$ cat src/include/mcu_exec_map.vh
// constants for the instruction execute block
`ifndef MCU_EXEC_MAP_VH
`define MCU_EXEC_MAP_VH
// apb register byte offsets
`define REG_CTRL        12'h000
`define REG_INSTR       12'h004
`define REG_WORKING     12'h008
`define REG_STATUS      12'h00C
`define REG_PCNT        12'h010
`define REG_PC_HIGH     12'h014
`define REG_STACKTOP    12'h018
`define REG_FADDR       12'h01C
`define REG_FDATA       12'h020
`define REG_WATCHDOG    12'h024
`define REG_PINS        12'h028
// status bit positions
`define ST_ZERO         2
`define ST_POWER_DOWN   3
`define ST_TIME_OUT     4
// ctrl bit positions
`define CTRL_PRESC_TIMER 0
// file addresses
`define ADDR_TIMER_COUNT 7'h01
`define ADDR_PORT_A     7'h05
`define ADDR_PC_HIGH    7'h0A
// instruction opcodes (14-bit)
`define OP_CALL_MASK    14'h3800
`define OP_CALL         14'h2000
`define OP_CLEAR_WATCHDOG 14'h0064
`define OP_CLEAR_MASK   14'h3F80
`define OP_CLEAR_WORKING 14'h0100
`define OP_CLEAR_FILE   14'h0180
`define OP_BYTE_MASK    14'h3F00
`define OP_COMPLEMENT_FILE 14'h0900
`define OP_DECREMENT_FILE 14'h0300
`define OP_DECREMENT_SKIP 14'h0B00
`define OP_MOVE_FILE    14'h0800
// reset values and stack depth
`define RST_STATUS      8'h18
`define STACK_DEPTH     8
`endif

$ cat src/design/mcu_instruction_execute.v
// instruction execute block with apb access to its state
`timescale 1ns/10ps
`default_nettype none
`include "mcu_exec_map.vh"

module mcu_instruction_execute (
  // clock and reset
  input  wire        sys_clk,
  input  wire        rst,
  // apb slave
  input  wire        psel,
  input  wire        penable,
  input  wire        pwrite,
  input  wire [11:0] paddr,
  input  wire [31:0] pwdata,
  output reg  [31:0] prdata,
  output wire        pready,
  output wire        pslverr,
  // port pins seen by read-modify-write
  input  wire [7:0]  portPins,
  // prescaler pulses to the timer and watchdog logic, and the busy flag
  output reg         timerPrescClr,
  output reg         watchdogPrescClr,
  output wire        execBusy
);

  // architectural state
  reg [7:0]  workingQ;
  reg [7:0]  statusQ;
  reg [12:0] pcQ;
  reg [7:0]  pcHighQ;
  reg [7:0]  watchdogQ;
  reg [7:0]  fileMem [0:127];
  reg [12:0] stackMem [0:`STACK_DEPTH-1];
  reg [2:0]  spQ;
  reg [13:0] instrQ;
  reg        startQ;
  reg        nopCycleQ;
  reg [6:0]  faddrQ;
  reg        prescTimerQ;
  reg [31:0] rdMux;
  reg [7:0]  pinsMeta;
  reg [7:0]  pinsSync;

  // decode
  wire [6:0] fAddr  = instrQ[6:0];
  wire       dSel   = instrQ[7];
  wire [13:0] byteOp = instrQ & `OP_BYTE_MASK;
  wire isCall   = (instrQ & `OP_CALL_MASK) == `OP_CALL;
  wire isClearWatchdog = instrQ == `OP_CLEAR_WATCHDOG;
  wire isClearWorking  = (instrQ & `OP_CLEAR_MASK) == `OP_CLEAR_WORKING;
  wire isClearFile     = (instrQ & `OP_CLEAR_MASK) == `OP_CLEAR_FILE;
  wire isComplement    = byteOp == `OP_COMPLEMENT_FILE;
  wire isDecrement     = byteOp == `OP_DECREMENT_FILE;
  wire isDecSkip       = byteOp == `OP_DECREMENT_SKIP;
  wire isMove          = byteOp == `OP_MOVE_FILE;

  // operand fetch: the port reads pins, not the latch
  wire [7:0] fVal = (fAddr == `ADDR_PORT_A) ? pinsSync :
                    fileMem[fAddr];
  reg  [7:0] result;
  reg        writeF;
  reg        writeW;
  reg        zeroUpd;
  reg        skip;
  wire       resZero = (result == 8'h00);

  // result and destination selection
  always @* begin
    result  = 8'h00;
    writeF  = 1'b0;
    writeW  = 1'b0;
    zeroUpd = 1'b0;
    skip    = 1'b0;
    if (isClearFile) begin
      writeF  = 1'b1;
      zeroUpd = 1'b1;
    end else if (isClearWorking) begin
      writeW  = 1'b1;
      zeroUpd = 1'b1;
    end else if (isComplement) begin
      result  = ~fVal;
      writeF  = dSel;
      writeW  = ~dSel;
      zeroUpd = 1'b1;
    end else if (isDecrement || isDecSkip) begin
      result  = fVal - 8'h01;
      writeF  = dSel;
      writeW  = ~dSel;
      zeroUpd = isDecrement;
      skip    = isDecSkip && (fVal == 8'h01);
    end else if (isMove) begin
      result  = fVal;
      writeF  = dSel;
      writeW  = ~dSel;
      zeroUpd = 1'b1;
    end
  end

  // the second cycle blocks new starts so the bus sees the stall
  assign execBusy = nopCycleQ;
  assign pready   = 1'b1;
  assign pslverr  = 1'b0;

  wire wrEn = psel && penable && pwrite;
  // read data is captured in the setup cycle so it stands in the access
  wire rdSetup = psel && !penable && !pwrite;
  wire exec = startQ;

  // pin synchroniser, two stages before any use
  always @(posedge sys_clk or posedge rst) begin
    if (rst) begin
      pinsMeta <= 8'h00;
      pinsSync <= 8'h00;
    end else begin
      pinsMeta <= portPins;
      pinsSync <= pinsMeta;
    end
  end

  // file memory has no reset; it is plain ram
  always @(posedge sys_clk) begin
    if (exec && writeF)
      fileMem[fAddr] <= result;
    else if (wrEn && paddr == `REG_FDATA)
      fileMem[faddrQ] <= pwdata[7:0];
  end

  // stack push happens in the same edge that loads the new pc
  always @(posedge sys_clk) begin
    if (exec && isCall)
      stackMem[spQ] <= pcQ + 13'h0001;
  end

  // core state
  always @(posedge sys_clk or posedge rst) begin
    if (rst) begin
      workingQ     <= 8'h00;
      statusQ      <= `RST_STATUS;
      pcQ          <= 13'h0000;
      pcHighQ      <= 8'h00;
      watchdogQ    <= 8'h00;
      spQ          <= 3'h0;
      instrQ       <= 14'h0000;
      startQ       <= 1'b0;
      nopCycleQ    <= 1'b0;
      faddrQ       <= 7'h00;
      prescTimerQ  <= 1'b0;
      timerPrescClr    <= 1'b0;
      watchdogPrescClr <= 1'b0;
    end else begin
      startQ       <= 1'b0;
      timerPrescClr    <= 1'b0;
      watchdogPrescClr <= 1'b0;
      nopCycleQ    <= 1'b0;
      if (!exec && !nopCycleQ)
        watchdogQ <= watchdogQ + 8'h01;
      // software access
      if (wrEn) begin
        case (paddr)
          `REG_CTRL:    prescTimerQ <= pwdata[`CTRL_PRESC_TIMER];
          `REG_INSTR: begin
            instrQ <= pwdata[13:0];
            startQ <= !nopCycleQ && !startQ;
          end
          `REG_WORKING: workingQ <= pwdata[7:0];
          `REG_STATUS:  statusQ  <= pwdata[7:0];
          `REG_PCNT:    pcQ      <= pwdata[12:0];
          `REG_PC_HIGH: pcHighQ  <= pwdata[7:0];
          `REG_FADDR:   faddrQ   <= pwdata[6:0];
          default: ;
        endcase
      end
      if (exec) begin
        if (writeW)
          workingQ <= result;
        if (zeroUpd)
          statusQ[`ST_ZERO] <= resZero;
        if (writeF && fAddr == `ADDR_TIMER_COUNT && prescTimerQ)
          timerPrescClr <= 1'b1;
        if (writeF && fAddr == `ADDR_PC_HIGH)
          pcHighQ <= result;
        if (isClearWatchdog) begin
          watchdogQ        <= 8'h00;
          watchdogPrescClr <= 1'b1;
          statusQ[`ST_TIME_OUT]   <= 1'b1;
          statusQ[`ST_POWER_DOWN] <= 1'b1;
        end
        if (isCall) begin
          pcQ <= {pcHighQ[4:3], instrQ[10:0]};
          spQ <= spQ + 3'h1;
          nopCycleQ <= 1'b1;
        end else if (skip) begin
          pcQ <= pcQ + 13'h0002;
          nopCycleQ <= 1'b1;
        end else begin
          pcQ <= pcQ + 13'h0001;
        end
      end
    end
  end

  // read mux; unmapped offsets read as zero
  always @* begin
    case (paddr)
      `REG_CTRL:     rdMux = {31'h0, prescTimerQ};
      `REG_INSTR:    rdMux = {17'h0, execBusy, instrQ};
      `REG_WORKING:  rdMux = {24'h0, workingQ};
      `REG_STATUS:   rdMux = {24'h0, statusQ};
      `REG_PCNT:     rdMux = {19'h0, pcQ};
      `REG_PC_HIGH:  rdMux = {24'h0, pcHighQ};
      `REG_STACKTOP: rdMux = {19'h0, stackMem[spQ - 3'h1]};
      `REG_FADDR:    rdMux = {25'h0, faddrQ};
      `REG_FDATA:    rdMux = {24'h0, fileMem[faddrQ]};
      `REG_WATCHDOG: rdMux = {24'h0, watchdogQ};
      `REG_PINS:     rdMux = {24'h0, pinsSync};
      default:       rdMux = 32'h0000_0000;
    endcase
  end

  // read data flop: loaded in setup, zero outside a read access
  always @(posedge sys_clk or posedge rst) begin
    if (rst)
      prdata <= 32'h0000_0000;
    else if (rdSetup)
      prdata <= rdMux;
    else
      prdata <= 32'h0000_0000;
  end

endmodule // mcu_instruction_execute
`default_nettype wire

$ cat config.mk
export PLATFORM = sky130hd
export DESIGN_NAME = mcu_instruction_execute
export DESIGN_NICKNAME = d
export VERILOG_FILES = /design/src/design/mcu_instruction_execute.v
export VERILOG_INCLUDE_DIRS = /design/src /design/src/include
export SDC_FILE = /design/constraint.sdc
export NUM_CORES = 2
export LEC_CHECK = 0
export ABC_AREA = 0
export BUFFER_PORTS_ARGS = -buffer_cell sky130_fd_sc_hd__buf_2
export CORE_UTILIZATION = 58
export DETAILED_ROUTE_END_ITERATION = 16
export GPL_ROUTABILITY_DRIVEN = 0
export HOLD_SLACK_MARGIN = 0.12
export PLACE_DENSITY_LB_ADDON = 0.2
export SYNTH_ARGS = -nofsm -noshare
export SYNTH_HDL_FRONTEND = slang
export SYNTH_SLANG_ARGS = --single-unit
$ cat constraint.sdc
create_clock -name sys_clk -period 10.35 [get_ports sys_clk]
set_input_delay 2.07 -clock sys_clk [delete_from_list [all_inputs] [get_ports sys_clk]]
set_output_delay 2.07 -clock sys_clk [all_outputs]
set_load 0.01 [all_outputs]
# Word level (Yosys, flattened, before mapping)
# Memories as Yosys holds them, arrays and structs flattened.
# Index checks and enable logic that the tools add are counted.
# op_classes
addsub,6
eq_ne,22
mux,67
bitwise_logic,2
reduce_logical,28
# op_table
operator,count
15-bit case mux with 11 select lines,1
8-bit two-way mux,18
13-bit two-way mux,5
"12-bit by 5-bit equality test with 1-bit output, second input constant",4
1-bit two-way mux,37
"12-bit by 6-bit equality test with 1-bit output, second input constant",3
"12-bit by 4-bit equality test with 1-bit output, second input constant",2
"6-bit by 4-bit equality test with 1-bit output, second input constant",3
15-bit two-way mux,1
"14-bit by 7-bit equality test with 1-bit output, second input constant",1
"7-bit by 2-bit equality test with 1-bit output, second input constant",2
"13-bit by 1-bit adder with 13-bit output, second input constant",1
"13-bit by 2-bit adder with 13-bit output, second input constant",1
"12-bit by 3-bit equality test with 1-bit output, second input constant",1
1-bit logical AND,12
12-bit zero test,1
2-bit AND reduction,6
5-bit two-way mux,2
"8-bit by 1-bit adder with 8-bit output, second input constant",1
"8-bit by 1-bit equality test with 1-bit output, second input constant",1
8-bit zero test,1
8-bit NOT,1
8-bit OR reduction,1
"8-bit by 1-bit subtractor with 8-bit output, second input constant",1
14 further kinds,18
# word_totals
register_bits,122
ramBits,1128
input_bits,57
out_inout_bits,37
wordCells,144
memories,2
# mem_list
name,words,width,read_ports,rd_clocked_by_memory_dff,wr,line_no,rtl
fileMem,128,8,2,0,1,mcu_instruction_execute.v:33,reg [7:0] fileMem [0:127];
stackMem,8,13,1,0,1,mcu_instruction_execute.v:34,reg [12:0] stackMem [0:`STACK_DEPTH-1];

# Longest topological paths before layout
# logic_depth
ltp_word,11
ltp_mapped,19
mapped_depth_nobuf,13

# Worst setup path before layout
# OpenSTA, ideal clock, no wires.
# synth_path
path_type,input to register
from,input port paddr[2]
to,memory fileMem[0][0] (data pin)
setup_ns,1.197
t_arrival_ns,7.921
required_time_ns,9.153
slack_ns,1.232
cell_stages,6
path_buffers,3
path_cell_list,clkbuf_1 > nor4_1 > and3_1 > clkbuf_1 > clkbuf_1 > o21ai_0
# synth_via
elab_chain_cells,7
# synth_rtl
item,line_no,rtl
"start, declared",mcu_instruction_execute.v:14,"input wire [11:0] paddr,"
12-bit by 6-bit equality test with 1-bit output,n/a,
1-bit logical AND (no source line),n/a,
1-bit two-way mux,mcu_instruction_execute.v:125,else if (wrEn && paddr == `REG_FDATA)
1-bit two-way mux,mcu_instruction_execute.v:123,if (exec && writeF)
1-bit two-way mux (implied by the code),mcu_instruction_execute.v:126,fileMem[faddrQ] <= pwdata[7:0];
8-bit OR reduction (no source line),n/a,
8-bit two-way mux (no source line),n/a,
"end, declared",mcu_instruction_execute.v:33,
# No other way between the ends.

# Final worst setup path
# layout_path
from,register instrQ[0]
to,memory fileMem[93][7] (data pin)
# layout_via
elab_chain_cells,8
elab_cells_between_ends,11
classes_between,add/sub: 1; eq/ne: 1; mux: 7; bitwise: 1; memory: 1
# layout_rtl
item,line_no,rtl
"start, declared",mcu_instruction_execute.v:36,reg [13:0] instrQ;
"start signal, assigned",mcu_instruction_execute.v:163,instrQ <= pwdata[13:0];
memory read 128 x 8 bit / 7-bit by 3-bit equality test with 1-bit output (equally long branches),n/a,
8-bit two-way mux (*),mcu_instruction_execute.v:59,wire [7:0] fVal = (fAddr == `ADDR_PORT_A) ? pinsSync :
8-bit by 1-bit subtractor with 8-bit output / 8-bit two-way mux (equally long branches),"mcu_instruction_execute.v:87, mcu_instruction_execute.v:92",
8-bit two-way mux,mcu_instruction_execute.v:86,end else if (isDecrement || isDecSkip) begin
8-bit two-way mux (*),mcu_instruction_execute.v:81,end else if (isComplement) begin
8-bit two-way mux (*),mcu_instruction_execute.v:78,end else if (isClearWorking) begin
8-bit two-way mux (*),mcu_instruction_execute.v:75,if (isClearFile) begin
8-bit two-way mux (no source line) (*),n/a,
# Every way passes the cells marked *; elsewhere a longest branch is shown, timed or not.

==> results.py <==
metrics = {
    "routing": {
        "dr_total_vias": 34391,
        "wire_per_inst_um": 36.3,
        "firstDrtPassIters": 8,
        "avgViaCountPerCell": 7.42,
        "drt-total-wl_um": 168000,
        "drcViolationCount": 0,
        "drtIter0Drc": 5133,
        "ant_nets": 0,
    },
    "floorplanning": {
        "core_um2": 98700,
        "rows": 115,
        "start_util_pct": 58.8,
        "dieHeight_um": 318,
        "num_io_pins": 94,
        "fp.dieW_um": 318,
        "dieArea_um2": 101000,
    },
    "pwr": {
        "power_density_nw_per_um2": 159,
        "intPower_w": 0.00809,
        "clock_power_share_pct": 45.6,
        "vdd_ir_drop_max_mv": 0.146,
        "power_leakage_nw": 19.9,
        "seqPwrFrac_pct": 53.4,
        "total_power_w": 0.0101,
        "switching_share_pct": 20.1,
        "comb_power_share_pct": 1.0,
        "p_switching_w": 0.00204,
    },
    "grt": {
        "grt_max_degree": 109,
        "grt_pass1_wl_um": 244000,
        "grt_pass1_vias": 34382,
        "track_usage_pct": 33.8,
        "overflow": 0,
        "antenna_found_initial": 8,
    },
    "sta": {
        "setup-violations-final": 0,
        "fmax_mhz": 140,
        "worstMarginPinSlew_ps": 1340,
        "finalCriticalPeriod_ps": 7120,
        "timing_max_transition_violations_final": 0,
        "tns_ps": 0,
        "hold_viol_final": 0,
        "rsz0062_at_grt": "false",
        "fin_ws_ps": 3230,
        "period_share_pct": 68.8,
        "maxSlewHeadroom_pct": 10.6,
        "fin_skew_ps": 30.8,
    },
    "critical_path": {
        "r2r_cells": 12,
        "critPathMaxStageDelay_ps": 1040,
        "arrival_ps": 7580,
        "worst-path-buf-inv": 2,
        "endpoint_kind": "flop",
        "start_kind": "flop",
        "crit_required_ps": 10810,
        "r2r_setup_slack_ps": 3230,
        "path_max_fanout": 50,
        "critPathKind": "flop to flop",
        "critical_path.top_delay_family": "compound AO/OA/AOI/OAI gates",
        "cp_slowest_cell": "a21oi_4",
        "worstPathCellList": "buf_4 -> mux4_2 -> mux4_2 -> and3_1 -> o31ai_1 -> a41oi_1 -> nor4_1 -> and2b_1 -> a31o_1 -> a21oi_1 -> a21oi_4 -> buf_4",
        "cp_num_cells": 12,
    },
    "run": {
        "maxCapViolations": 0,
    },
    "cts": {
        "cts_resized": 0,
        "h-tree-depth": 4,
        "cts.hold.buffers_added": 0,
        "cts_setup_buffers": 0,
        "clockRootBuffer": "clkbuf_16",
        "cts.path.max_buffers": 3,
        "cts_buffers": 132,
        "cts.clk_slew.worst_paths_ps": 60,
        "clock_latency_ps": 740,
        "cts_tree": "done",
        "cts_sinks": 1233,
    },
    "layout": {
        "nNetsFinal": 3309,
        "layout_common_cells": "edfxtp_1 (1128), mux4_2 (578), nor2_1 (191)",
        "drive_gt1_share_pct": 30.1,
        "syn_to_final_growth_pct": 9.92,
        "final_common_cell": "edfxtp_1",
    },
    "synthesis": {
        "synthFlopType": "edfxtp_1",
        "synthArstFlopShare_pct": 8.52,
        "synth_edf_count": 1128,
        "avgSynthCellArea_um2": 18.0,
        "yosysSeqAreaShare_pct": 62.9,
        "ys_types": 77,
        "syn_area_um2": 58000,
        "syn_inst": 3218,
        "synth_warnings": 0,
        "yosys_register_bits": 1233,
    },
    "run_status": {
        "status": "complete, no violations",
    },
    "placed_design": {
        "portBuffers": 56,
        "place_hpwl_um": 109000,
        "pre_cts_ws_ps": 3450,
    },
    "worst_hold_path": {
        "whs_path_depth": 0,
        "hold_class": "flop to flop",
    },
}
-- per-layer routing --
layer / global-route usage, % / vias up / wire [um]
met5: 0 / - / 102
met3: 10.0 / 522 / 22100
li1: - / 13475 / -
met1: 46.0 / 17870 / 59700
met2: 50.3 / 2514 / 76600
met4: 17.0 / 10 / 9910
-- cells in the mapped netlist (all sizes together), types with 12 or more instances --
master | count | area, um2
a22oi | 58 | 435
buf | 116 | 688
mux2i | 105 | 1050
mux4 | 578 | 13000
nand3 | 52 | 260
xnor2 | 19 | 166
a31oi | 14 | 87.6
nand4 | 14 | 87.6
nand2 | 181 | 679
a41oi | 12 | 105
and3 | 22 | 138
inv | 22 | 82.6
clkbuf | 141 | 529
dfrtp | 103 | 2580
nor2b | 23 | 144
a211oi | 21 | 168
edfxtp | 1128 | 33900
a222oi | 15 | 150
a21oi | 71 | 355
o22ai | 16 | 100
mux2 | 72 | 811
nor3 | 22 | 110
o21ai | 52 | 260
nor2 | 192 | 721
nand2b | 18 | 113
-- through the flow --
| step | util [%] | hold slack (ps) | instances | cell area (um2) |
|---|---|---|---|---|
| 3_3_place_gp | 60.3 | 344 | 4398 | 59600 |
| 6_report | 64.6 | 353 | 4634 | 63800 |
| 5_1_grt | 64.6 | 365 | 4632 | 63700 |
| 3_5_place_dp | 60.3 | 337 | 4398 | 59600 |
| 2_1_floorplan | - | 331 | 3235 | 58100 |
| 4_1_cts | 64.6 | 357 | 4632 | 63700 |
-- kinds of logic (layout without fill, tap and decap cells) --
logic type	count (synthesis)	after routing	share of synthesized area (%)
other cells	2	21	0.0129
fa+ha+maj	7	7	0.151
simple gates	577	577	4.58
mux	755	755	25.7
compound gates	334	334	3.97
flops	1233	1233	62.9
buf+inv	281	391	2.25
xor+xnor	29	29	0.438
-- cell type report --
class,instances,area (um2)
clock buffer,164,3560
clock inverter,70,626
sequential,1233,36500
timing repair buffer,133,921
inverter,24,92.6
fill,6621,35000
antenna,2,5.00
multi-input combinational,1721,20400
tap,1287,1610
-- sequential cells by signal, indices dropped and copies added (netlist names) --
signal,count
workingQ,8
timerPrescClr,1
prescTimerQ,1
faddrQ,7
prdata,15
spQ,3
execBusy,1
exec,1
pinsMeta,8
pinsSync,8
pcQ,13
watchdogPrescClr,1
statusQ,8
pcHighQ,8
instrQ,14
stackMem,104
fileMem,1024
watchdogQ,8
-- worst reg2reg max path: cells and delay by family, from the launching register on --
kind	cells	cell delay (ps)
compound gates	5	2270
buf+inv	2	1270
simple gates	3	1180
mux	2	1210
flops	1	870
-- power by group through the flow --
stage,sequential [W],clock (W),combinational (W)
2_1_floorplan,0.00551,0,0.0000600
3_3_place_gp,0.00552,0,0.0000933
3_5_place_dp,0.00552,0,0.0000979
4_1_cts,0.00541,0.00464,0.0000984
5_1_grt,0.00541,0.00482,0.000107
6_report,0.00541,0.00462,0.000100
-- path summary, 6_finish.rpt --
path / from / to
max: instrQ[0] / fileMem[93][7]
min: pinsMeta[4] / pinsSync[4]
max reg2reg: instrQ[0] / fileMem[93][7]
min reg2reg: pinsMeta[4] / pinsSync[4]
max in group asynchronous: rst / pcQ[5]
min in group asynchronous: rst / pinsSync[0]
(Power assumes the default switching activity.)
